<file path="src/common/cpu_instr_regs.svh">
// opcode patterns, field positions and reset values of the decoder
`ifndef CPU_INSTR_REGS_SVH
`define CPU_INSTR_REGS_SVH

`define CALL_OPC_MSB      15
`define CALL_OPC_LSB      13
`define CALL_OPC          3'h7
`define CALL_LIT_MSB      12
`define FILE_ADDR_MSB     7
`define SEL_BIT           8
`define OPC7_MSB          15
`define OPC7_LSB          9
`define OPC8_LSB          8
`define CLEAR_FILE_REGISTER_OPC          7'h14
`define COMPLEMENT_FILE_OPC          7'h09
`define DAW_OPC           7'h17
`define DECREMENT_FILE_OPC          7'h03
`define SKIP_IF_LESS_OPC        8'h30
`define SKIP_IF_EQUAL_OPC        8'h31
`define SKIP_IF_GREATER_OPC        8'h32
`define WDT_CLEAR_WORD    16'h0004
`define NOP_WORD          16'h0000
`define PC_PAGE_MSB       15
`define PC_PAGE_LSB       13
`define PC_UPPER_LSB      8
`define BCD_DIGIT_MAX     4'h9
`define BCD_ADJUST        4'h6
`define PC_RESET          16'h0000
`define BYTE_RESET        8'h00
`define FLAG_N_RESET      1'b1

`endif

</file>
<file path="src/common/cpu_instr_pkg.sv">
// types shared by the instruction decoder
package cpu_instr_pkg;

    typedef enum logic [1:0] {
        q_decode,
        q_read,
        q_process,
        q_write
    } phase_t;

    typedef enum logic [3:0] {
        op_none,
        op_long_subroutine_jump,
        op_clear_file_register,
        op_watchdog_clear,
        op_complement_file,
        op_skip_if_equal,
        op_skip_if_greater,
        op_skip_if_less,
        op_decimal_adjust,
        op_decrement_file
    } op_t;

endpackage : cpu_instr_pkg

</file>
<file path="src/hw/cpu_instr_call_to_decrement_file.sv">
// decode and execute of the call-to-decrement instruction group
`timescale 1ns/1ps
`include "cpu_instr_regs.svh"

// Function
// - call recognised by top three ones
// - call pushes pc plus one onto stack
// - call loads literal into pc low bits
// - call copies upper pc, then nop cycle
// - clear location, and working register if s=0
// - fixed word decodes as watchdog clear
// - watchdog clear resets counter, sets flags
// - complement decoded from its opcode
// - complement result to d destination, zero flag
// - equal compare decoded, flags untouched
// - equal skips next instruction with nop
// - greater compare decoded, flags untouched
// - greater skips next, else one cycle
// - less compare decoded, flags untouched
// - less skips next instruction with nop
// - decimal adjust decoded, carry only
// - add six to nibbles over nine
// - adjust result to location, maybe working
// - decrement decoded from its opcode
// - decrement to destination, four flags
// - skipped instruction becomes full nop cycle
module cpu_instr_call_to_decrement_file
    import cpu_instr_pkg::*;
(
    input  wire logic        core_clk,
    input  wire logic        rst_n,
    input  wire logic [15:0] instr_word,
    input  wire logic [7:0]  file_rd_data,
    input  wire logic        wdt_timeout,
    input  wire logic        sleep_entry,
    output logic      [15:0] fetch_addr,
    output logic      [7:0]  file_addr,
    output logic             file_wr_en,
    output logic      [7:0]  file_wr_data,
    output logic             stack_push,
    output logic      [15:0] stack_top,
    output logic      [7:0]  upper_pc_latch,
    output logic      [7:0]  working_register,
    output logic             watchdog_clear,
    output logic             carry_flag,
    output logic             digit_carry,
    output logic             zero_flag,
    output logic             overflow_flag,
    output logic             timeout_flag_n,
    output logic             powerdown_flag_n,
    output logic      [1:0]  quarter
);

    phase_t      phase;
    logic [15:0] ir;
    logic        nop_pending;
    logic        exec_nop;
    logic [7:0]  operand;

    wire         q1 = (phase == q_decode);
    wire         q2 = (phase == q_read);
    wire         q3 = (phase == q_process);
    wire         q4 = (phase == q_write);

    phase_t      next_phase;
    always_comb begin
        unique case (phase)
            q_decode:  next_phase = q_read;
            q_read:    next_phase = q_process;
            q_process: next_phase = q_write;
            q_write:   next_phase = q_decode;
        endcase
    end

    // decode
    wire [6:0] opc7 = ir[`OPC7_MSB:`OPC7_LSB];
    wire [7:0] opc8 = ir[`OPC7_MSB:`OPC8_LSB];
    wire       sel  = ir[`SEL_BIT];
    wire [7:0] faddr = ir[`FILE_ADDR_MSB:0];
    wire [12:0] lit = ir[`CALL_LIT_MSB:0];

    wire dec_call = (ir[`CALL_OPC_MSB:`CALL_OPC_LSB] == `CALL_OPC);
    wire dec_clear_file_register = (opc7 == `CLEAR_FILE_REGISTER_OPC);
    wire dec_wdt  = (ir == `WDT_CLEAR_WORD);
    wire dec_complement_file = (opc7 == `COMPLEMENT_FILE_OPC);
    wire dec_seq  = (opc8 == `SKIP_IF_EQUAL_OPC);
    wire dec_sgt  = (opc8 == `SKIP_IF_GREATER_OPC);
    wire dec_slt  = (opc8 == `SKIP_IF_LESS_OPC);
    wire dec_daw  = (opc7 == `DAW_OPC);
    wire dec_decrement_file = (opc7 == `DECREMENT_FILE_OPC);

    // other opcodes belong to other decoders and act as nop here
    op_t op;
    assign op = exec_nop ? op_none :
                dec_call ? op_long_subroutine_jump :
                dec_clear_file_register ? op_clear_file_register :
                dec_wdt  ? op_watchdog_clear :
                dec_complement_file ? op_complement_file :
                dec_seq  ? op_skip_if_equal :
                dec_sgt  ? op_skip_if_greater :
                dec_slt  ? op_skip_if_less :
                dec_daw  ? op_decimal_adjust :
                dec_decrement_file ? op_decrement_file : op_none;

    wire is_call = (op == op_long_subroutine_jump);
    wire is_clear_file_register = (op == op_clear_file_register);
    wire is_wdt  = (op == op_watchdog_clear);
    wire is_complement_file = (op == op_complement_file);
    wire is_seq  = (op == op_skip_if_equal);
    wire is_sgt  = (op == op_skip_if_greater);
    wire is_slt  = (op == op_skip_if_less);
    wire is_daw  = (op == op_decimal_adjust);
    wire is_decrement_file = (op == op_decrement_file);
    wire reads_f = is_clear_file_register | is_complement_file | is_seq | is_sgt | is_slt
                 | is_daw | is_decrement_file;

    // execute datapath
    wire [15:0] pc_plus1 = fetch_addr + 16'h0001;
    wire [15:0] call_pc  = {fetch_addr[`PC_PAGE_MSB:`PC_PAGE_LSB], lit};
    wire        cmp_eq   = (operand == working_register);
    wire        cmp_gt   = (operand >  working_register);
    wire        cmp_lt   = (operand <  working_register);
    wire        do_skip  = (is_seq & cmp_eq) | (is_sgt & cmp_gt)
                         | (is_slt & cmp_lt);

    wire [7:0] comp_res = ~operand;

    // subtracting one: carry means no borrow
    wire [7:0] dec_res  = operand - 8'h01;
    wire       dec_c    = (operand != `BYTE_RESET);
    wire       dec_dc   = (operand[3:0] != 4'h0);
    wire       dec_ov   = (operand == 8'h80);

    // nibbles are adjusted independently, no carry between them
    wire       lo_adj   = (working_register[3:0] > `BCD_DIGIT_MAX)
                        | digit_carry;
    wire       hi_adj   = (working_register[7:4] > `BCD_DIGIT_MAX)
                        | carry_flag;
    wire [4:0] lo_sum   = {1'b0, working_register[3:0]}
                        + {1'b0, (lo_adj ? `BCD_ADJUST : 4'h0)};
    wire [4:0] hi_sum   = {1'b0, working_register[7:4]}
                        + {1'b0, (hi_adj ? `BCD_ADJUST : 4'h0)};
    wire [7:0] daw_res  = {hi_sum[3:0], lo_sum[3:0]};
    wire       daw_c    = carry_flag | hi_sum[4];

    wire       wr_file  = is_clear_file_register | is_daw
                        | ((is_complement_file | is_decrement_file) & sel);
    wire       wr_work  = ((is_clear_file_register | is_daw) & ~sel)
                        | ((is_complement_file | is_decrement_file) & ~sel);
    wire [7:0] result   = is_clear_file_register ? `BYTE_RESET :
                          is_complement_file ? comp_res :
                          is_daw  ? daw_res  :
                          is_decrement_file ? dec_res  : `BYTE_RESET;

    // quarter sequencing and instruction latch
    always_ff @(posedge core_clk or negedge rst_n) begin
        if (!rst_n) begin
            phase       <= q_decode;
            ir          <= `NOP_WORD;
            exec_nop    <= 1'b0;
            nop_pending <= 1'b0;
        end else begin
            phase <= next_phase;
            if (q1) begin
                ir          <= instr_word;
                exec_nop    <= nop_pending;
                nop_pending <= 1'b0;
            end
            if (q4) begin
                nop_pending <= is_call | do_skip;
            end
        end
    end

    assign quarter = phase;

    // program counter, stack push and upper latch
    always_ff @(posedge core_clk or negedge rst_n) begin
        if (!rst_n) begin
            fetch_addr     <= `PC_RESET;
            stack_push     <= 1'b0;
            stack_top      <= `PC_RESET;
            upper_pc_latch <= `BYTE_RESET;
        end else begin
            stack_push <= q2 & is_call;
            if (q2 && is_call) begin
                stack_top <= pc_plus1;
            end
            if (q4) begin
                fetch_addr <= is_call ? call_pc : pc_plus1;
            end
            if (q4 && is_call) begin
                upper_pc_latch <= call_pc[15:`PC_UPPER_LSB];
            end
        end
    end

    // register file port
    always_ff @(posedge core_clk or negedge rst_n) begin
        if (!rst_n) begin
            file_addr    <= `BYTE_RESET;
            operand      <= `BYTE_RESET;
            file_wr_en   <= 1'b0;
            file_wr_data <= `BYTE_RESET;
        end else begin
            if (q2 && reads_f) begin
                file_addr <= faddr;
            end
            if (q3) begin
                operand <= file_rd_data;
            end
            file_wr_en <= q4 & wr_file;
            if (q4) begin
                file_wr_data <= result;
            end
        end
    end

    // working register and arithmetic flags
    always_ff @(posedge core_clk or negedge rst_n) begin
        if (!rst_n) begin
            working_register <= `BYTE_RESET;
            carry_flag       <= 1'b0;
            digit_carry      <= 1'b0;
            zero_flag        <= 1'b0;
            overflow_flag    <= 1'b0;
        end else if (q4) begin
            if (wr_work) begin
                working_register <= result;
            end
            if (is_complement_file) begin
                zero_flag <= (comp_res == `BYTE_RESET);
            end
            if (is_decrement_file) begin
                carry_flag    <= dec_c;
                digit_carry   <= dec_dc;
                overflow_flag <= dec_ov;
                zero_flag     <= (dec_res == `BYTE_RESET);
            end
            if (is_daw) begin
                carry_flag <= daw_c;
            end
        end
    end

    // watchdog clear; a clear in the same cycle as an event wins
    always_ff @(posedge core_clk or negedge rst_n) begin
        if (!rst_n) begin
            watchdog_clear   <= 1'b0;
            timeout_flag_n   <= `FLAG_N_RESET;
            powerdown_flag_n <= `FLAG_N_RESET;
        end else begin
            watchdog_clear <= q4 & is_wdt;
            if (q4 && is_wdt) begin
                timeout_flag_n   <= 1'b1;
                powerdown_flag_n <= 1'b1;
            end else begin
                if (wdt_timeout) begin
                    timeout_flag_n <= 1'b0;
                end
                if (sleep_entry) begin
                    powerdown_flag_n <= 1'b0;
                end
            end
        end
    end
endmodule : cpu_instr_call_to_decrement_file

</file>
<file path="config.mk">
export PLATFORM = sky130hd
export DESIGN_NAME = cpu_instr_call_to_decrement_file
export DESIGN_NICKNAME = d
export VERILOG_FILES = /design/src/common/cpu_instr_pkg.sv /design/src/hw/cpu_instr_call_to_decrement_file.sv
export VERILOG_INCLUDE_DIRS = /design/src /design/src/common
export SDC_FILE = /design/constraint.sdc
export NUM_CORES = 1
export LEC_CHECK = 0
export ABC_AREA = 1
export BUFFER_PORTS_ARGS = -buffer_cell sky130_fd_sc_hd__buf_4
export CELL_PAD_IN_SITES_DETAIL_PLACEMENT = 2
export CELL_PAD_IN_SITES_GLOBAL_PLACEMENT = 2
export CORE_MARGIN = 1.5
export CORE_UTILIZATION = 35
export DETAILED_ROUTE_END_ITERATION = 12
export HOLD_SLACK_MARGIN = 0.15
export PLACE_DENSITY_LB_ADDON = 0.1
export SYNTH_ARGS = -nofsm -noshare
export SYNTH_HDL_FRONTEND = slang
export SYNTH_SLANG_ARGS = --single-unit
</file>
<file path="constraint.sdc">
create_clock -name core_clk -period 3.2 [get_ports core_clk]
set_input_delay 0.64 -clock core_clk [delete_from_list [all_inputs] [get_ports core_clk]]
set_output_delay 0.64 -clock core_clk [all_outputs]
set_load 0.05 [all_outputs]
</file>
* Yosys cells after proc, flatten, opt, wreduce, memory -nomap -nowiden *
Cells that the tools add are included.

cells by class
  order comparisons = 4
  $mul = 0
  reductions and logical operators = 19
  muxes and demuxes = 28
  bitwise logic cells = 28
  shift operators = 0
  add/subtract/negate cells = 4
  divide/modulo/power cells = 0
  eq/ne operators = 23

operators with widths
  operator                                                          number
  4-bit two-way mux                                                 10
  8-bit two-way mux                                                 4
  8-bit by 6-bit == test with 1-bit output, second input constant   3
  16-bit by 1-bit adder with 16-bit output, second input constant   1
  16-bit by 3-bit == test with 1-bit output, second input constant  1
  4-bit by 3-bit == test with 1-bit output, second input constant   4
  8-bit logical NOT                                                 2
  1-bit bitwise OR                                                  16
  7-bit by 5-bit == test with 1-bit output, second input constant   2
  13-bit two-way mux                                                1
  1-bit two-way mux                                                 10
  2-bit AND reduction                                               5
  2-bit nonzero test                                                5
  1-bit bitwise AND                                                 9
  4-bit by 2-bit == test with 1-bit output, second input constant   2
  4-bit == test, second input constant                              2
  8-bit == test                                                     1
  8-bit == test, second input constant                              1
  4-bit greater-than comparator, second input constant              2
  8-bit greater-than comparator                                     1
  8-bit less-than comparator                                        1
  8-bit inverter                                                    1
  2-bit case mux with 4 select lines                                1
  8-bit nonzero test                                                1
  other kinds (14)                                                  20

word-level totals
  input port bits = 28
  bits in read-only memories = 0
  register bits = 101
  output and inout port bits = 75
  logic and storage cells = 127
  memory bits (writable) = 0
  latch bits = 0
  memories = 0

* Longest topological paths before layout *
  depth after elaboration = 19
  mapped depth = 18
  depth with buffers taken out = 16

* Worst setup path after synthesis *
OpenSTA, ideal clock, no wires.

  path kind = flip-flop to flip-flop
  from = register working_register[2]
  to = register working_register[3]
  clock period less this slack = 2.235 ns
  path buffers = 0
  arrival = 2.118 ns
  cell stages (with the launch flop) = 15
  path slack = 0.965 ns
  required time = 3.082 ns
  cells stage by stage = dfrtp_1 > inv_1 > a21oi_1 > nor2_1 > inv_1 > ha_1 > inv_1 > fa_1 > xnor2_1 > nand3_1 > nand3_1 > nand2_1 > inv_1 > nand3_1 > nand2_1

on the way
  longest elaborated chain between the ends = 7

RTL lines
  element                                             line                                     RTL
  start: declaration                                  cpu_instr_call_to_decrement_file.sv:43   output logic [7:0] working_register,
  start signal: assignment                            cpu_instr_call_to_decrement_file.sv:222  working_register <= `BYTE_RESET;
  start signal: assignment                            cpu_instr_call_to_decrement_file.sv:229  working_register <= result;
  4-bit greater-than comparator (no source line)      n/a
  1-bit bitwise OR                                    cpu_instr_call_to_decrement_file.sv:135  wire lo_adj = (working_register[3:0] > `BCD_DIGIT_MAX)
  3-bit two-way mux                                   cpu_instr_call_to_decrement_file.sv:140  + {1'b0, (lo_adj ? `BCD_ADJUST : 4'h0)};
  4-bit by 3-bit adder with 4-bit output *            cpu_instr_call_to_decrement_file.sv:139  wire [4:0] lo_sum = {1'b0, working_register[3:0]}
  8-bit two-way mux (no source line) * (3 in series)  n/a

Every way passes the cells marked *; elsewhere a longest branch is shown, timed or not.
A chain may end at the register's enable or synchronous reset.

* Worst setup path after layout *
  from = register ir[8]
  to = register fetch_addr[4]

on the way
  longest elaborated chain between the ends = 11
  elaborated cells between the ends (all ways) = 14

RTL lines
  element                                                    line                                     RTL
  start: declaration                                         cpu_instr_call_to_decrement_file.sv:55   logic [15:0] ir;
  start signal: assignment                                   cpu_instr_call_to_decrement_file.sv:159  ir <= `NOP_WORD;
  start signal: assignment                                   cpu_instr_call_to_decrement_file.sv:165  ir <= instr_word;
  8-bit by 6-bit == test with 1-bit output (no source line)  n/a
  4-bit two-way mux                                          cpu_instr_call_to_decrement_file.sv:101  dec_slt ? op_skip_if_less :
  4-bit two-way mux                                          cpu_instr_call_to_decrement_file.sv:100  dec_sgt ? op_skip_if_greater :
  4-bit two-way mux                                          cpu_instr_call_to_decrement_file.sv:99   dec_seq ? op_skip_if_equal :
  4-bit two-way mux                                          cpu_instr_call_to_decrement_file.sv:98   dec_complement_file ? op_complement_file :
  4-bit two-way mux *                                        cpu_instr_call_to_decrement_file.sv:97   dec_wdt ? op_watchdog_clear :
  4-bit two-way mux *                                        cpu_instr_call_to_decrement_file.sv:96   dec_clear_file_register ? op_clear_file_register :
  4-bit two-way mux *                                        cpu_instr_call_to_decrement_file.sv:95   dec_call ? op_long_subroutine_jump :
  4-bit two-way mux *                                        cpu_instr_call_to_decrement_file.sv:94   assign op = exec_nop ? op_none :
  4-bit by 1-bit == test with 1-bit output *                 cpu_instr_call_to_decrement_file.sv:105  wire is_call = (op == op_long_subroutine_jump);
  13-bit two-way mux *                                       cpu_instr_call_to_decrement_file.sv:190  fetch_addr <= is_call ? call_pc : pc_plus1;
  end signal: assignment                                     cpu_instr_call_to_decrement_file.sv:180  fetch_addr <= `PC_RESET;
  end signal: assignment                                     cpu_instr_call_to_decrement_file.sv:190
  end: declaration                                           cpu_instr_call_to_decrement_file.sv:36   output logic [15:0] fetch_addr,

Marked as above.

==> impl_metrics.py <==
metrics = {
    "status": {
        "outcome": "finished, final reports clean",
    },
    "placed_design": {
        "io_buffers": 102,
        "gp_congestion": 0.886,
        "place_hpwl_um": 13500,
        "place_area_sq_mm": 0.00647,
        "dpl_worst_slack_ps": 646,
        "dp.cells": 965,
    },
    "drt": {
        "first_pass_iters": 4,
        "vias": 4917,
        "wl_um": 17500,
        "dr.first_iter.drc_count": 177,
        "avgRoutedWirePerCell_um": 17.8,
        "vias_per_cell": 5.01,
        "post-route-drc-count": 0,
        "detail-route-antenna-nets": 0,
    },
    "finish": {
        "layout.cells.non_filler": 981,
        "final_nets": 816,
        "nFillCells": 1768,
        "syn_to_final_growth_pct": 21.9,
        "layout-drive-gt1-share_pct": 24.0,
        "diodes": 0,
        "final_common_cell": "nand2_1",
        "final_cell_mix": "nand2_1 (183), buf_4 (105), dfrtp_1 (99), inv_1 (60), o21ai_0 (54)",
        "final_cell_area_sq_mm": 0.00679,
    },
    "floorplan": {
        "die_area_sq_mm": 0.0167,
        "core_sq_mm": 0.0154,
        "chipHeight_um": 129,
        "num_rows": 45,
        "die_x_um": 129,
        "initial_core_util_pct": 36.2,
        "boundaryPins": 103,
    },
    "yosys": {
        "yosys_warnings": 0,
        "mappedNetlistArea_sq_mm": 0.00557,
        "seq_area_frac_synth_pct": 45.5,
        "synthMuxAreaShare_pct": 0.202,
        "synth_top_cell_by_area": "dfrtp_1",
        "yosys-top-cells-area": "dfrtp_1 (45%), nand2_1 (12%), o21ai_0 (4.9%)",
        "yosys.area.top_type_share_pct": 44.5,
        "synth.net_count": 721,
        "synth_area_per_cell_sq_um": 8.31,
        "synth_seq_cells": 101,
        "synthXorXnorAreaFrac_pct": 3.30,
        "synth.distinct_cells": 40,
        "synthCells": 670,
        "synth_compound_area_share_pct": 8.03,
        "yosys.area_share.simple_pct": 29.2,
        "synth_fa_ha_area_share_pct": 5.44,
        "synth_top_family_by_area": "simple AND/OR/NAND/NOR gates",
    },
    "pwr": {
        "finalPower_mw": 3.90,
        "leakage_nw": 3.46,
        "power_density_mw_per_mm2": 574,
        "vdd_drop_max_uv": 283,
    },
    "global_route": {
        "grt-ovfl-total": 0,
        "grt_usage_pct": 22.1,
        "antenna_found_initial": 0,
        "grt_pass1_vias": 5268,
        "grt_pass1_wl_um": 28400,
        "grt_max_degree": 66,
    },
    "sta": {
        "final.setup_skew_ps": 5.14,
        "grt_setup_unrepaired": "false",
        "finalCriticalPeriod_ps": 2590,
        "hold_violations": 0,
        "period_share_pct": 80.9,
        "timing.fmax_ghz": 0.386,
        "maxSlewViolCount": 0,
        "setup_slack_ps": 610,
        "setup_viol": 0,
        "worst_pin_slew_ps": 877,
        "relSlewSlack_pct": 41.5,
        "setup_tns_ps": 0,
    },
    "clock_network": {
        "cts_resized": 0,
        "cts_buffers": 9,
        "clock_sinks": 101,
        "clkLatencyLatePin_ps": 350,
        "tritoncts": "yes",
        "post-cts-setup-buffers": 0,
        "cts-root-buf": "clkbuf_16",
        "clk_pin_slew_ps": 70,
        "postCtsHoldBufs": 0,
        "cts.htree.levels": 3,
        "cts_max_path_buffers": 2,
    },
    "setup_path": {
        "start_kind": "flop",
        "crit_type": "flop to flop",
        "cp.arrival_ps": 2860,
        "cp_max_fo": 13,
        "crit_required_ps": 3470,
        "cp-end-kind": "flop",
    },
    "worst_hold_path": {
        "hold_path_class": "input pin to asynchronous set/reset pin",
    },
    "run": {
        "drv_cap": 0,
    },
}
==> state kept, by name (all words and copies together) (netlist names) <==
register          flops
file_wr_en            1
upper_pc_latch        8
file_wr_data          8
timeout_flag_n        1
file_addr             8
working_register      8
quarter               2
watchdog_clear        1
stack_push            1
nop_pending           1
operand               8
zero_flag             1
carry_flag            1
digit_carry           1
ir                   16
fetch_addr           16
exec_nop              1
powerdown_flag_n      1
stack_top            16
overflow_flag         1
==> metrics by stage <==
| step | utilization, % | hold slack [ps] |
|---|---|---|
| after floorplan | - | 344 |
| after global placement | 42.1 | 459 |
| after detailed placement | 42.1 | 475 |
| after CTS | 44.1 | 435 |
| after global routing | 44.1 | 441 |
| final | 44.1 | 384 |
==> cells by family after synthesis <==
logic type,count (synthesis)
buf+inv,98
fa+ha+maj,23
flops,101
xor+xnor,21
compound gates,83
mux,1
simple gates,343
==> final timing paths <==
kind                               from                  end  slack, ps  cells past startpoint
max                               ir[8]        fetch_addr[4]        610                     11
min                               rst_n           stack_push        380                      1
max reg2reg                       ir[8]        fetch_addr[4]        610                     11
min reg2reg                stack_top[2]         stack_top[2]        490                      2
max in group asynchronous         rst_n  working_register[4]       2120                      2
min in group core_clk       wdt_timeout       timeout_flag_n        440                      2
==> per-layer routing <==
layer  vias to the layer above  global-route usage (%)  part of all wire, %
li1                       2338                       -                    -
met1                      2471                    31.2                   50
met2                        92                    36.0                   46
met3                        16                    2.56                  2.7
met4                         0                    6.01                  1.2
met5                         -                       0                    0
==> report_power, final <==
group | total [mW] | switching (mW) | internal (mW)
clock | 1.18 | 0.500 | 0.675
combinational | 1.14 | 0.816 | 0.324
sequential | 1.58 | 0.153 | 1.43
==> synth_stat cells (all sizes together) <==
cell type / instances
nand4: 18
xnor2: 5
o211ai: 9
nand2: 217
nand3: 48
mux2: 1
fa: 2
clkinv: 2
o21ai: 63
or2: 2
ha: 21
xor2: 16
clkbuf: 8
o21a: 1
dfrtp: 99
a21oi: 8
nor2: 50
a31oi: 2
inv: 74
buf: 14
nor3: 6
nor4: 2
dfstp: 2
==> worst max-delay path: stages, from the launching register on <==
cell,delay (ps)
dfrtp_1,460
inv_2,270
nor2_1,80
nand3_1,140
nand4_2,350
nand2_4,300
clkinv_4,100
nand3_4,170
nand2_2,180
inv_2,250
nand2_1,90
o211ai_1,90
==> layout make-up <==
type / count / area (sq um) / share of cell area (%)
multi-input combinational: 471 / 2570 / 37.9
sequential: 101 / 2530 / 37.3
timing repair buffer: 106 / 808 / 11.9
inverter: 76 / 298 / 4.39
clock buffer: 14 / 274 / 4.04
tap: 211 / 264 / 3.89
clock inverter: 2 / 38.8 / 0.572
Note: power is estimated with default switching activity, not from simulation.
